$ cat src/design/exec_pkg.sv
// Shared constants and types for the skip, argument and bit-operation unit
package exec_pkg;

    // ==========================================================
    // Opcode values
    localparam logic [4:0] OPC_SKP = 5'h18;
    localparam logic [4:0] OPC_ARG = 5'h1E;
    localparam logic [4:0] OPC_BOP = 5'h1F;
    localparam logic [7:0] OPC_MON = 8'hD6;
    localparam logic [1:0] SKP_EXT_ZERO = 2'h0;

    // ==========================================================
    // Instruction field positions
    localparam int OPC_MSB = 15;
    localparam int OPC_LSB = 11;
    localparam int MON_MSB = 15;
    localparam int MON_LSB = 8;
    localparam int COND_MSB = 10;
    localparam int COND_LSB = 8;
    localparam int EXT_MSB = 7;
    localparam int EXT_LSB = 6;
    localparam int SRC_MSB = 5;
    localparam int SRC_LSB = 3;
    localparam int DST_MSB = 2;
    localparam int DST_LSB = 0;
    localparam int ARG_ADD_POS = 10;
    localparam int ARG_REG_MSB = 9;
    localparam int ARG_REG_LSB = 8;
    localparam int IMM_MSB = 7;
    localparam int IMM_LSB = 0;
    localparam int SUB_MSB = 10;
    localparam int SUB_LSB = 7;
    localparam int BN_MSB = 6;
    localparam int BN_LSB = 3;

    // ==========================================================
    // Register codes; code zero means none, or status for bit ops
    localparam logic [2:0] RC_STS = 3'h0;
    localparam logic [2:0] RC_D = 3'h1;
    localparam logic [2:0] RC_P = 3'h2;
    localparam logic [2:0] RC_B = 3'h3;
    localparam logic [2:0] RC_L = 3'h4;
    localparam logic [2:0] RC_A = 3'h5;
    localparam logic [2:0] RC_T = 3'h6;
    localparam logic [2:0] RC_X = 3'h7;

    // Argument target selector values
    localparam logic [1:0] ARG_SEL_B = 2'h0;
    localparam logic [1:0] ARG_SEL_A = 2'h1;
    localparam logic [1:0] ARG_SEL_T = 2'h2;
    localparam logic [1:0] ARG_SEL_X = 2'h3;

    // ==========================================================
    // Status indicator positions
    localparam int STS_PTM = 0;
    localparam int STS_TG = 1;
    localparam int STS_K = 2;
    localparam int STS_Z = 3;
    localparam int STS_Q = 4;
    localparam int STS_O = 5;
    localparam int STS_C = 6;
    localparam int STS_M = 7;

    // Reset values and trap target
    localparam logic [15:0] GPR_RST = 16'h0000;
    localparam logic [7:0] STS_RST = 8'h00;
    localparam logic [3:0] TRAP_LEVEL = 4'hE;

    // ==========================================================
    // Types
    typedef enum logic [2:0] {
        cond_equal = 3'b000,
        cond_ge_raw_sign = 3'b001,
        cond_ge_signed = 3'b010,
        cond_ge_unsigned = 3'b011,
        cond_not_equal = 3'b100,
        cond_lt_raw_sign = 3'b101,
        cond_lt_signed = 3'b110,
        cond_lt_unsigned = 3'b111
    } skip_cond_t;

    typedef enum logic [3:0] {
        skip_zero = 4'b0000,
        skip_one = 4'b0001,
        skip_complement = 4'b0010,
        skip_accumulator = 4'b0011,
        write_zero = 4'b0100,
        write_one = 4'b0101,
        write_complement = 4'b0110,
        write_accumulator = 4'b0111,
        store_acc_clear = 4'b1000,
        store_inv_acc_set = 4'b1001,
        load_acc = 4'b1010,
        load_acc_inverted = 4'b1011,
        acc_and_inverted = 4'b1100,
        acc_or_inverted = 4'b1101,
        acc_and_bit = 4'b1110,
        acc_or_bit = 4'b1111
    } bop_sub_t;

    typedef enum logic [0:0] {
        ST_IDLE = 1'b0,
        ST_EXEC = 1'b1
    } state_t;

endpackage

$ cat src/design/bop_if.sv
// Carrier between the execution unit and its single-bit operator
`timescale 1ns/1ps
interface bop_if;
    logic [15:0] word;
    logic [3:0] bn;
    logic [3:0] sub;
    logic k_in;
    logic [15:0] word_out;
    logic write;
    logic k_out;
    logic k_write;
    logic skip;

    modport master (output word, bn, sub, k_in,
                    input word_out, write, k_out, k_write, skip);
    modport unit (input word, bn, sub, k_in,
                  output word_out, write, k_out, k_write, skip);
endinterface

$ cat src/design/skip_cond_eval.sv
// Condition evaluation on the difference destination minus source
`timescale 1ns/1ps
module skip_cond_eval
    import exec_pkg::*;
(
    input wire logic [15:0] dst,
    input wire logic [15:0] src,
    input wire logic [2:0] cond,
    output logic skip
);
    logic [16:0] diff;
    logic s_flag;
    logic z_flag;
    logic c_flag;
    logic o_flag;

    // ==========================================================
    // Subtraction flags, carry set when no borrow
    always_comb begin
        diff = {1'b0, dst} + {1'b0, ~src} + 17'h00001;
        s_flag = diff[15];
        z_flag = (diff[15:0] == 16'h0000);
        c_flag = diff[16];
        o_flag = (dst[15] != src[15]) && (diff[15] != dst[15]);
    end

    // Condition select
    always_comb begin
        case (skip_cond_t'(cond))
            cond_equal: skip = z_flag;
            cond_not_equal: skip = !z_flag;
            cond_ge_raw_sign: skip = !s_flag;
            cond_lt_raw_sign: skip = s_flag;
            cond_ge_signed: skip = !(s_flag ^ o_flag);
            cond_lt_signed: skip = s_flag ^ o_flag;
            cond_ge_unsigned: skip = c_flag;
            cond_lt_unsigned: skip = !c_flag;
            default: skip = 1'b0;
        endcase
    end
endmodule

$ cat src/design/bit_op_unit.sv
// Single-bit test, write and accumulator operations
`timescale 1ns/1ps
module bit_op_unit
    import exec_pkg::*;
(
    bop_if.unit b
);
    logic bit_val;

    // ==========================================================
    // Sub-function decode
    always_comb begin
        bit_val = b.word[b.bn];
        b.word_out = b.word;
        b.write = 1'b0;
        b.k_out = b.k_in;
        b.k_write = 1'b0;
        b.skip = 1'b0;
        case (bop_sub_t'(b.sub))
            skip_zero: b.skip = !bit_val;
            skip_one: b.skip = bit_val;
            skip_complement: b.skip = (!bit_val == b.k_in);
            skip_accumulator: b.skip = (bit_val == b.k_in);
            write_zero: begin
                b.word_out[b.bn] = 1'b0;
                b.write = 1'b1;
            end
            write_one: begin
                b.word_out[b.bn] = 1'b1;
                b.write = 1'b1;
            end
            write_complement: begin
                b.word_out[b.bn] = !bit_val;
                b.write = 1'b1;
            end
            write_accumulator: begin
                b.word_out[b.bn] = b.k_in;
                b.write = 1'b1;
            end
            store_acc_clear: begin
                b.word_out[b.bn] = b.k_in;
                b.write = 1'b1;
                b.k_out = 1'b0;
                b.k_write = 1'b1;
            end
            store_inv_acc_set: begin
                b.word_out[b.bn] = !b.k_in;
                b.write = 1'b1;
                b.k_out = 1'b1;
                b.k_write = 1'b1;
            end
            load_acc: begin
                b.k_out = bit_val;
                b.k_write = 1'b1;
            end
            load_acc_inverted: begin
                b.k_out = !bit_val;
                b.k_write = 1'b1;
            end
            acc_and_inverted: begin
                b.k_out = !bit_val && b.k_in;
                b.k_write = 1'b1;
            end
            acc_or_inverted: begin
                b.k_out = !bit_val || b.k_in;
                b.k_write = 1'b1;
            end
            acc_and_bit: begin
                b.k_out = bit_val && b.k_in;
                b.k_write = 1'b1;
            end
            acc_or_bit: begin
                b.k_out = bit_val || b.k_in;
                b.k_write = 1'b1;
            end
            default: b.skip = 1'b0;
        endcase
    end
endmodule

$ cat src/design/skip_arg_bitop_exec_unit.sv
// Execution unit for skips, argument, bit operations and monitor call
`timescale 1ns/1ps
module skip_arg_bitop_exec_unit
    import exec_pkg::*;
(
    input wire logic clk,
    input wire logic rst_b,
    input wire logic [15:0] instr,
    input wire logic instr_valid,
    output logic instr_ready,
    output logic exec_done,
    output logic exec_skip,
    output logic exec_unhandled,
    input wire logic load_en,
    input wire logic [2:0] load_sel,
    input wire logic [15:0] load_data,
    output logic [15:0] reg_d,
    output logic [15:0] reg_p,
    output logic [15:0] reg_b,
    output logic [15:0] reg_l,
    output logic [15:0] reg_a,
    output logic [15:0] reg_t,
    output logic [15:0] reg_x,
    output logic [7:0] status,
    output logic trap_req,
    output logic [3:0] trap_level,
    output logic [15:0] trap_param
);
    state_t state_reg;
    logic [15:0] instr_reg;
    logic [15:0] gpr_reg [8];
    logic [7:0] sts_reg;
    logic [7:0] sts_next;
    logic trap_req_reg;
    logic [3:0] trap_level_reg;
    logic [15:0] trap_param_reg;
    logic accept;
    logic load_take;
    logic in_exec;
    logic is_skp;
    logic is_arg;
    logic is_bop;
    logic is_mon;
    logic skp_true;
    logic skip_now;
    logic [2:0] src_code;
    logic [2:0] dst_code;
    logic [15:0] src_val;
    logic [15:0] dst_val;
    logic [2:0] arg_code;
    logic arg_add;
    logic [15:0] arg_ext;
    logic [15:0] arg_old;
    logic [16:0] arg_sum17;
    logic arg_carry;
    logic arg_ovf;
    logic [15:0] arg_result;
    logic [15:0] bop_word;
    logic bop_bit_chk;
    logic [15:0] diff_chk;
    bop_if bop ();

    // ==========================================================
    // Register read helpers
    function automatic logic [15:0] read_reg(input logic [2:0] code);
        logic [15:0] v;
        v = 16'h0000;
        if (code != RC_STS) begin
            v = gpr_reg[code];
        end
        return v;
    endfunction

    function automatic logic [2:0] arg_target(input logic [1:0] sel);
        logic [2:0] c;
        c = RC_B;
        case (sel)
            ARG_SEL_B: c = RC_B;
            ARG_SEL_A: c = RC_A;
            ARG_SEL_T: c = RC_T;
            ARG_SEL_X: c = RC_X;
            default: c = RC_B;
        endcase
        return c;
    endfunction

    // ==========================================================
    // Handshake and sequencing
    assign in_exec = (state_reg == ST_EXEC);
    assign instr_ready = (state_reg == ST_IDLE);
    assign accept = instr_valid && instr_ready;
    assign load_take = load_en && instr_ready && !instr_valid;

    // Two-state sequencer: take, then execute
    always_ff @(posedge clk or negedge rst_b) begin
        if (!rst_b) begin
            state_reg <= ST_IDLE;
        end else begin
            case (state_reg)
                ST_IDLE: begin
                    if (accept) begin
                        state_reg <= ST_EXEC;
                    end
                end
                ST_EXEC: state_reg <= ST_IDLE;
                default: state_reg <= ST_IDLE;
            endcase
        end
    end

    // Instruction latch
    always_ff @(posedge clk or negedge rst_b) begin
        if (!rst_b) begin
            instr_reg <= 16'h0000;
        end else if (accept) begin
            instr_reg <= instr;
        end
    end

    // ==========================================================
    // Decode
    always_comb begin
        is_skp = (instr_reg[OPC_MSB:OPC_LSB] == OPC_SKP)
            && (instr_reg[EXT_MSB:EXT_LSB] == SKP_EXT_ZERO);
        is_arg = (instr_reg[OPC_MSB:OPC_LSB] == OPC_ARG);
        is_bop = (instr_reg[OPC_MSB:OPC_LSB] == OPC_BOP);
        is_mon = (instr_reg[MON_MSB:MON_LSB] == OPC_MON);
    end

    // Operands; P already points past this instruction
    // Kept in a process so a register write alone re-reads the operands
    always_comb begin
        src_code = instr_reg[SRC_MSB:SRC_LSB];
        dst_code = instr_reg[DST_MSB:DST_LSB];
        src_val = read_reg(src_code);
        dst_val = read_reg(dst_code);
        diff_chk = dst_val - src_val;
    end

    skip_cond_eval u_cond (
        .dst(dst_val),
        .src(src_val),
        .cond(instr_reg[COND_MSB:COND_LSB]),
        .skip(skp_true)
    );

    // ==========================================================
    // Argument group datapath
    always_comb begin
        arg_code = arg_target(instr_reg[ARG_REG_MSB:ARG_REG_LSB]);
        arg_add = instr_reg[ARG_ADD_POS];
        arg_ext = {{8{instr_reg[IMM_MSB]}},
                   instr_reg[IMM_MSB:IMM_LSB]};
        arg_old = read_reg(arg_code);
        arg_sum17 = {1'b0, arg_old} + {1'b0, arg_ext};
        arg_carry = arg_sum17[16];
        arg_ovf = (arg_old[15] == arg_ext[15])
            && (arg_sum17[15] != arg_old[15]);
        arg_result = arg_add ? arg_sum17[15:0] : arg_ext;
    end

    // ==========================================================
    // Bit operator; status word has zeros above bit 7
    assign bop_word = (dst_code == RC_STS) ? {8'h00, sts_reg}
                                           : dst_val;
    assign bop.word = bop_word;
    assign bop.bn = instr_reg[BN_MSB:BN_LSB];
    assign bop.sub = instr_reg[SUB_MSB:SUB_LSB];
    assign bop.k_in = sts_reg[STS_K];
    assign bop_bit_chk = bop_word[bop.bn];

    bit_op_unit u_bop (
        .b(bop)
    );

    // Skip decision for both skip families
    assign skip_now = in_exec
        && ((is_skp && skp_true) || (is_bop && bop.skip));

    // ==========================================================
    // General registers and program counter
    always_ff @(posedge clk or negedge rst_b) begin
        if (!rst_b) begin
            for (int i = 0; i < 8; i++) begin
                gpr_reg[i] <= GPR_RST;
            end
        end else if (accept) begin
            gpr_reg[RC_P] <= gpr_reg[RC_P] + 16'h0001;
        end else if (load_take && load_sel != RC_STS) begin
            gpr_reg[load_sel] <= load_data;
        end else if (in_exec) begin
            if (skip_now) begin
                gpr_reg[RC_P] <= gpr_reg[RC_P] + 16'h0001;
            end
            if (is_arg) begin
                gpr_reg[arg_code] <= arg_result;
            end
            if (is_bop && bop.write && dst_code != RC_STS) begin
                gpr_reg[dst_code] <= bop.word_out;
            end
        end
    end

    // Status register next value; accumulator update lands last
    always_comb begin
        sts_next = sts_reg;
        if (load_take && load_sel == RC_STS) begin
            sts_next = load_data[7:0];
        end else if (in_exec && is_arg && arg_add) begin
            sts_next[STS_C] = arg_carry;
            sts_next[STS_Q] = arg_ovf;
            sts_next[STS_O] = sts_reg[STS_O] || arg_ovf;
        end else if (in_exec && is_bop) begin
            if (bop.write && dst_code == RC_STS) begin
                sts_next = bop.word_out[7:0];
            end
            if (bop.k_write) begin
                sts_next[STS_K] = bop.k_out;
            end
        end
    end

    always_ff @(posedge clk or negedge rst_b) begin
        if (!rst_b) begin
            sts_reg <= STS_RST;
        end else begin
            sts_reg <= sts_next;
        end
    end

    // ==========================================================
    // Monitor call trap towards level fourteen
    always_ff @(posedge clk or negedge rst_b) begin
        if (!rst_b) begin
            trap_req_reg <= 1'b0;
            trap_level_reg <= 4'h0;
            trap_param_reg <= 16'h0000;
        end else begin
            trap_req_reg <= in_exec && is_mon;
            if (in_exec && is_mon) begin
                trap_level_reg <= TRAP_LEVEL;
                trap_param_reg <= arg_ext;
            end
        end
    end

    // ==========================================================
    // Outputs
    assign exec_done = in_exec;
    assign exec_skip = skip_now;
    assign exec_unhandled = in_exec
        && !(is_skp || is_arg || is_bop || is_mon);
    assign reg_d = gpr_reg[RC_D];
    assign reg_p = gpr_reg[RC_P];
    assign reg_b = gpr_reg[RC_B];
    assign reg_l = gpr_reg[RC_L];
    assign reg_a = gpr_reg[RC_A];
    assign reg_t = gpr_reg[RC_T];
    assign reg_x = gpr_reg[RC_X];
    assign status = sts_reg;
    assign trap_req = trap_req_reg;
    assign trap_level = trap_level_reg;
    assign trap_param = trap_param_reg;
endmodule

$ cat config.mk
export PLATFORM = sky130hd
export DESIGN_NAME = skip_arg_bitop_exec_unit
export DESIGN_NICKNAME = d
export VERILOG_FILES = /design/src/design/exec_pkg.sv /design/src/design/bop_if.sv /design/src/design/skip_cond_eval.sv /design/src/design/bit_op_unit.sv /design/src/design/skip_arg_bitop_exec_unit.sv
export SDC_FILE = /design/constraint.sdc
export NUM_CORES = 1
export LEC_CHECK = 0
export ABC_CLOCK_PERIOD_IN_PS = 6200
export BUFFER_PORTS_ARGS = -buffer_cell sky130_fd_sc_hd__buf_2
export CELL_PAD_IN_SITES_DETAIL_PLACEMENT = 0
export CELL_PAD_IN_SITES_GLOBAL_PLACEMENT = 1
export CORE_ASPECT_RATIO = 0.8
export CORE_MARGIN = 4
export CORE_UTILIZATION = 40
export CTS_CLUSTER_DIAMETER = 40
export DETAILED_ROUTE_END_ITERATION = 8
export GPL_TIMING_DRIVEN = 0
export PLACE_DENSITY_LB_ADDON = 0.1
export RECOVER_POWER = 25
export SYNTH_ARGS = -nofsm -noshare
export SYNTH_HDL_FRONTEND = slang
export SYNTH_SLANG_ARGS = --single-unit
$ cat constraint.sdc
create_clock -name clk -period 6.2 [get_ports clk]
set_input_delay 0.93 -clock clk [delete_from_list [all_inputs] [get_ports clk]]
set_output_delay 0.93 -clock clk [all_outputs]
set_load 0.05 [all_outputs]
==> results of run 1 <==
==> through the flow <==
step	power, mW	hold WS (ns)	utilization, %	setup TNS, ns	instances
floorplan	4.20	0.467	-	0	1736
global placement	5.45	0.456	44.8	-25.64	2382
detailed placement	5.48	0.462	45.0	-25.52	2385
CTS	6.87	0.405	49.1	-0.405	2451
global route	7.30	0.513	49.3	-20.49	2458
finish	7.06	0.476	49.3	-1.55	2458
==> what timing repair did <==
action	in CTS	in global routing
pin swaps	22	6
gates cloned	1	0
buffers inserted	39	8
setup endpoints to repair	17	15
gates resized for setup	154	15
hold buffers	0	0
==> cells in the final DEF, fill, tap and decap left out, drive strengths merged, types with 13 or more instances in the layout <==
cell type and n:
a211oi 22, a21o 20, a21oi 109, a221o 21, a221oi 40, a22oi 44
a31oi 16, and3 24, buf 380, clkbuf 100, dfrtp 147, ha 33
inv 38, mux2 42, mux2i 30, mux4 33, nand2 187, nand2b 15
nand3 35, nor2 156, nor2b 24, nor3 38, o211ai 19, o21ai 163
o221ai 16, o22ai 20, or3 13, xnor2 19
==> synth_stat cells, types with 8 or more instances <==
cell type	instances	area share, %
a32oi_1	8	0.50
buf_2	10	0.36
mux4_2	33	5.3
nor3_1	37	1.3
a21oi_1	109	3.9
inv_1	27	0.72
a22o_1	9	0.56
a221o_1	21	1.5
a31oi_1	15	0.67
o21ai_0	158	5.6
buf_1	21	0.56
nand3_1	35	1.2
o22ai_1	20	0.89
xnor2_1	19	1.2
ha_1	33	2.9
and2_1	8	0.36
mux2i_1	29	2.1
a221oi_1	37	2.3
o211ai_1	19	1.0
nor2_1	156	4.2
clkbuf_1	82	2.2
nand2b_1	15	0.67
nand4_1	9	0.40
mux2_2	40	3.2
a222oi_1	8	0.57
or3_1	13	0.58
nand2_1	187	5.0
or2_2	10	0.44
a22oi_1	44	2.3
and3_1	24	1.1
dfrtp_1	147	26
buf_4	125	6.7
a21o_1	19	1.0
a211oi_1	22	1.2
nor2b_1	24	1.1
a211o_1	10	0.62
o221ai_1	15	0.93
==> worst paths after layout <==
kind / startpoint / end / slack (ns) / depth (start not counted)
max: instr_reg[3] / exec_skip / -0.59 / 22
min: trap_param[6] / trap_param[6] / 0.48 / 2
max reg2reg: instr_reg[3] / reg_p[8] / -0.35 / 24
min reg2reg: trap_param[6] / trap_param[6] / 0.48 / 2
max in group asynchronous: rst_b / reg_l[0] / 0.75 / 2
min in group asynchronous: rst_b / reg_a[5] / 1.60 / 1
==> layout make-up <==
| type | instances | area (sq um) |
|---|---|---|
| fill | 3462 | 17600 |
| multi-input combinational | 1311 | 9250 |
| sequential | 147 | 3680 |
| buffer | 238 | 1590 |
| timing repair buffer | 225 | 1310 |
| tap | 472 | 591 |
| clock buffer | 17 | 425 |
| clock inverter | 15 | 150 |
| inverter | 33 | 128 |
==> per-layer routing <==
layer  vias up  global-route usage [%]  share of wire (%)
met5         -                       0                  0
met4         0                    15.0                4.5
met3       219                    16.9                 16
met2      1376                    54.7                 39
met1      7946                    57.4                 41
li1       6912                       -                  -
==> critical path, stage by stage (launching register included) <==
cell	delay [ns]
dfrtp_2	0.41
clkbuf_8	0.17
clkbuf_16	0.16
buf_4	0.16
mux4_2	0.56
o21ai_4	0.21
ha_2	0.35
a21o_1	0.23
a221o_1	0.36
a41oi_2	0.19
nor2b_1	0.08
nor2_1	0.13
fa_1	0.26
nand3_1	0.10
nor2_1	0.14
o31a_1	0.26
o211ai_1	0.14
or4_1	0.45
mux2i_1	0.16
or3_4	0.41
o21ai_4	0.22
inv_4	0.06
buf_8	0.15
==> power breakdown <==
part	internal, mW	switching, mW	leakage (nW)
clock network	0.565	0.526	0.269
logic	1.57	2.70	5.30
registers	1.17	0.532	1.82
==> cell families (layout without fill, tap and decap cells) <==
logic type      after synthesis  after routing  synth area share, %
other cells                   1              1               0.0266
simple gates                554            554                 18.5
compound gates              592            592                 28.7
fa+ha+maj                    35             35                 3.22
flops                       147            147                 26.1
xor+xnor                     24             24                 1.49
mux                         105            105                 10.9
buf+inv                     278            528                 11.1
==> results.ini, run 1 <==
[sta]
worstMarginPinSlew_ns=3.38
rsz0062_at_grt=yes
fin_skew_ns=0.0199
finalHoldViolations=0
slew_headroom_pct=-125
fin_crit_sh_pct=109
fin_ws_ns=-0.588
slew_violations=158
finalSetupViolations=7
fin_crit_ns=6.79
fmax_mhz=147

[clock_tree]
clock_path_buffers=2
insertion_delay_ns=0.48
path_clk_slew_ns=0.07
htreeDepth=4
tritoncts=built
cts_buffers=17
cts_root_buffer=clkbuf_16
clock-sinks=147

[place]
pre_cts_ws_ns=-2.21
gp_congestion=1.08
place_area_sq_um=15600
hpwl_microns=61600
portBuffers=174

[global_routing]
grt_start_max_net_pins=93
grt_pass1_wl_microns=111000
grt_pass1_vias=15300
overflow=0
antenna_found_initial=1
grt_util_all_layers_pct=40.5

[synthesis]
seq_area_frac_synth_pct=26.1
synthCells=1736
synth.net_count=1810
synthArstFlopShare_pct=100
netlist_area_sq_um=14100
synth_flop_cell=dfrtp_1
ys.warnings.count=0
synth.avg_cell_area_sq_um=8.11
synth-edff-count=0
synthDistinctLibCells=88
synth_seq_cells=147

[route]
firstDrtPassIters=8
routed_wl_microns=79500
vias=16500
vias_per_cell=6.69
drt-initial-drc-count=2631
wl_per_cell_microns=32.4
antenna_left=0
drcViolationCount=0

[cells_and_area]
final_area_sq_um=17100
syn2layout_area_growth_pct=21.7
fin_nets=2047
drive_above_1_share_pct=29.3
antenna_cells=0

[worst_setup_path]
cp-start-kind=flop
cp.required_ns=5.27
endpoint_kind=output port
crit_fanout=7
cp.arrival_ns=5.86
worstSetupPathType=reg -> out

[status]
violations=max-capacitance violations, max-slew violations, negative setup slack
status=finished, violations left

[floorplanning]
die-area_sq_um=38300
pin_count=184
initial_core_util_pct=40.5
num_rows=61
die_w_microns=218
die_h_microns=176
core_area_sq_um=34700

[run]
maxCapViolCount=3

[power]
vdd_drop_max_mv=0.219
cellPowerDensity_nw_per_um2=412
p_leak_nw=7.40

[hold_path]
min_path_type=reg -> reg

Note: power is estimated with default switching activity, not from simulation.
==> run 2: changes to the inputs <==
GPL_TIMING_DRIVEN = unset   (was 0)
==> run 2 against run 1 <==
Net effect: the flow still finishes with violations (max-capacitance violations, max-slew violations, negative setup slack); highest routed layer unchanged; sequential share of layout area rose by 0.89 points; critical path depth rose by 1; power fell by 1.7%; register-to-register slack improved by 0.79 ns; largest power group unchanged; sequential power fell by 5%; final cell count fell by 4.6%; global-route usage fell by 1.7 points; wire length fell by 4.0%; via count fell by 4.1%.
==> results.ini, run 2 (synthesis results as in run 1) <==
[status]
status=finished, violations left
violations=max-capacitance violations, max-slew violations, negative setup slack

[power]
vdd_drop_max_mv=0.224
power_frac_seq_pct=23.2
p_comb_share_pct=60.1
switching_share_pct=52.4
cellPowerDensity_nw_per_um2=421
power_frac_clock_pct=16.7
p_leak_nw=7.15
power.switching_mw=3.63
p_int_mw=3.30

[global_routing]
overflow=0
grt_pass1_wl_microns=108000
antenna_found_initial=4
grt_pass1_vias=14600
grt_start_max_net_pins=57
grt_util_all_layers_pct=38.9

[route]
vias=15800
drt-initial-drc-count=2207
drcViolationCount=0
routed_wl_microns=76400
firstDrtPassIters=5
vias_per_cell=6.73
wl_per_cell_microns=32.6
antenna_left=0

[sta]
fin_crit_sh_pct=102
worstMarginPinSlew_ns=2.96
slew_headroom_pct=-97.6
fin_crit_ns=6.33
hold-worst-slack_ns=0.473
finalHoldViolations=0
fmax_mhz=158
finalSetupViolations=1
rsz0062_at_grt=yes
fin_skew_ns=0.0177
slew_violations=152
fin_ws_ns=-0.129

[cells_and_area]
syn2layout_area_growth_pct=16.9
fin_nets=1933
drive_above_1_share_pct=28.2
final_cell_mix=nand2_1, buf_2, nor2_1
fillCellCount=3478
final_common_cell=nand2_1
antenna_cells=0

[floorplanning]
die-area_sq_um=38300
die_h_microns=176
die_w_microns=218
initial_core_util_pct=40.5
num_rows=61
pin_count=184
core_area_sq_um=34700

[clock_tree]
tritoncts=built
insertion_delay_ns=0.47
htreeDepth=4
clock-sinks=147
cts_root_buffer=clkbuf_16
clock_path_buffers=2
path_clk_slew_ns=0.08
cts_buffers=17

[worst_setup_path]
cp.arrival_ns=5.40
cp.required_ns=5.27
crit_fanout=8
endpoint_kind=output port
critPathLaunch=instr_reg[0]
cpMaxStageDelayCell=fa_1
critPathBufInv=4
cp-start-kind=flop
worstSetupPathType=reg -> out
cpPeakStageDelay_ns=0.58
crit_path_cell_trace=buf_4 > buf_6 > mux2_1 > a221oi_2 > o21ai_1 > ha_1 > a21o_1 > a21oi_1 > a21oi_2 > a41oi_2 > nor2b_1 > nor2_2 > fa_1 > nand3_1 > nor2_1 > o31a_1 > o211ai_1 > or4_1 > mux2i_1 > or3_4 > o21ai_4 > inv_2 > buf_4
rr_startpoint=instr_reg[0]
crit_family=compound AO/OA/AOI/OAI gates
critPathMostFrequentCell=buf_4

[run]
maxCapViolCount=3

[place]
portBuffers=182
pre_cts_ws_ns=0.0839
hpwl_microns=57900
gp_congestion=1.01

[hold_path]
min_path_type=reg -> reg
holdCritStartpoint=trap_param[6]

==> run 2: changes by cell type in the layout (fill, tap and decap cells not counted), moves of 5 or more <==
cell,previous run,this run
o21ai_1,6,16
buf_1,14,0
buf_6,9,2
clkbuf_1,67,2
clkbuf_2,10,1
o21ai_4,9,2
buf_4,172,152
buf_8,5,0
buf_2,174,180
ha_1,20,27
o21ai_2,10,3
==> run 2: final timing paths <==
check / end / slack [ns] / cells past startpoint
worst min-delay path: trap_param[6] / 0.47 / 2
worst max register to register: reg_p[8] / 0.44 / 24
max in group asynchronous: reg_d[12] / 1.17 / 2
min in group asynchronous: reg_a[7] / 1.41 / 1
worst max-delay path: exec_skip / -0.13 / 23
worst min register to register: trap_param[6] / 0.47 / 2
==> run 2: worst register-to-register path, cell delays in order (launching register included) <==
cell and delay [ns]:
dfrtp_2 0.43, buf_4 0.15, buf_6 0.13, mux2_1 0.33
a221oi_2 0.23, o21ai_1 0.12, ha_1 0.34, a21o_1 0.16
a21oi_1 0.09, a21oi_2 0.19, a41oi_2 0.15, nor2b_1 0.15
nor2_2 0.06, fa_1 0.58, nand3_1 0.09, nor2_1 0.10
o31a_1 0.15, o211ai_1 0.09, or4_1 0.44, mux2i_1 0.15
nor3_1 0.45, buf_4 0.21, nand2_1 0.19, o311ai_0 0.47
a221oi_1 0.16
==> run 2: power groups by stage <==
stage,Clock [mW],Combinational (mW),Sequential (mW)
after CTS,1.17,4.02,1.58
after detailed placement,0,3.85,1.59
after global routing,1.21,4.36,1.61
after global placement,0,3.85,1.60
final,1.16,4.17,1.61
after floorplan,0,2.76,1.44
==> run 2: metal layers <==
metal,up-vias,routed length (microns),track usage (%)
met4,0,3650,15.0
met3,187,9630,11.3
li1,6648,-,-
met2,1160,30900,55.1
met1,7787,32200,55.6
met5,-,0,0
==> run 2: repair_timing <==
action / 4_1_cts / 5_1_grt
endpoints found under the setup margin: 1 / 1
pin swaps: 11 / 4
setup buffers: 16 / 7
resized for setup: 58 / 5
hold buffers: 0 / 0
cloned: 4 / 1
==> run 2: cell type report <==
type / instances / area, sq um / share of cell area, %
inverters: 33 / 128 / 0.775
multi-input cells: 1311 / 9070 / 55.1
clock buffers: 17 / 425 / 2.58
repair buffers: 349 / 2370 / 14.4
flip-flops and latches: 147 / 3690 / 22.4
well taps: 472 / 591 / 3.59
clock inverters: 15 / 194 / 1.18
==> run 2: stage by stage <==
| stage | total power [mW] | TNS, ns | area (sq um) | std cells | utilization (%) |
|---|---|---|---|---|---|
| 5_1_grt | 7.18 | -0.337 | 16500 | 2344 | 47.4 |
| 2_1_floorplan | 4.20 | 0 | 14100 | 1736 | - |
| 3_3_place_gp | 5.45 | 0 | 15300 | 2284 | 44.0 |
| 4_1_cts | 6.77 | 0 | 16400 | 2336 | 47.1 |
| 6_report | 6.94 | -0.129 | 16500 | 2344 | 47.4 |
| 3_5_place_dp | 5.44 | 0 | 15300 | 2284 | 44.0 |
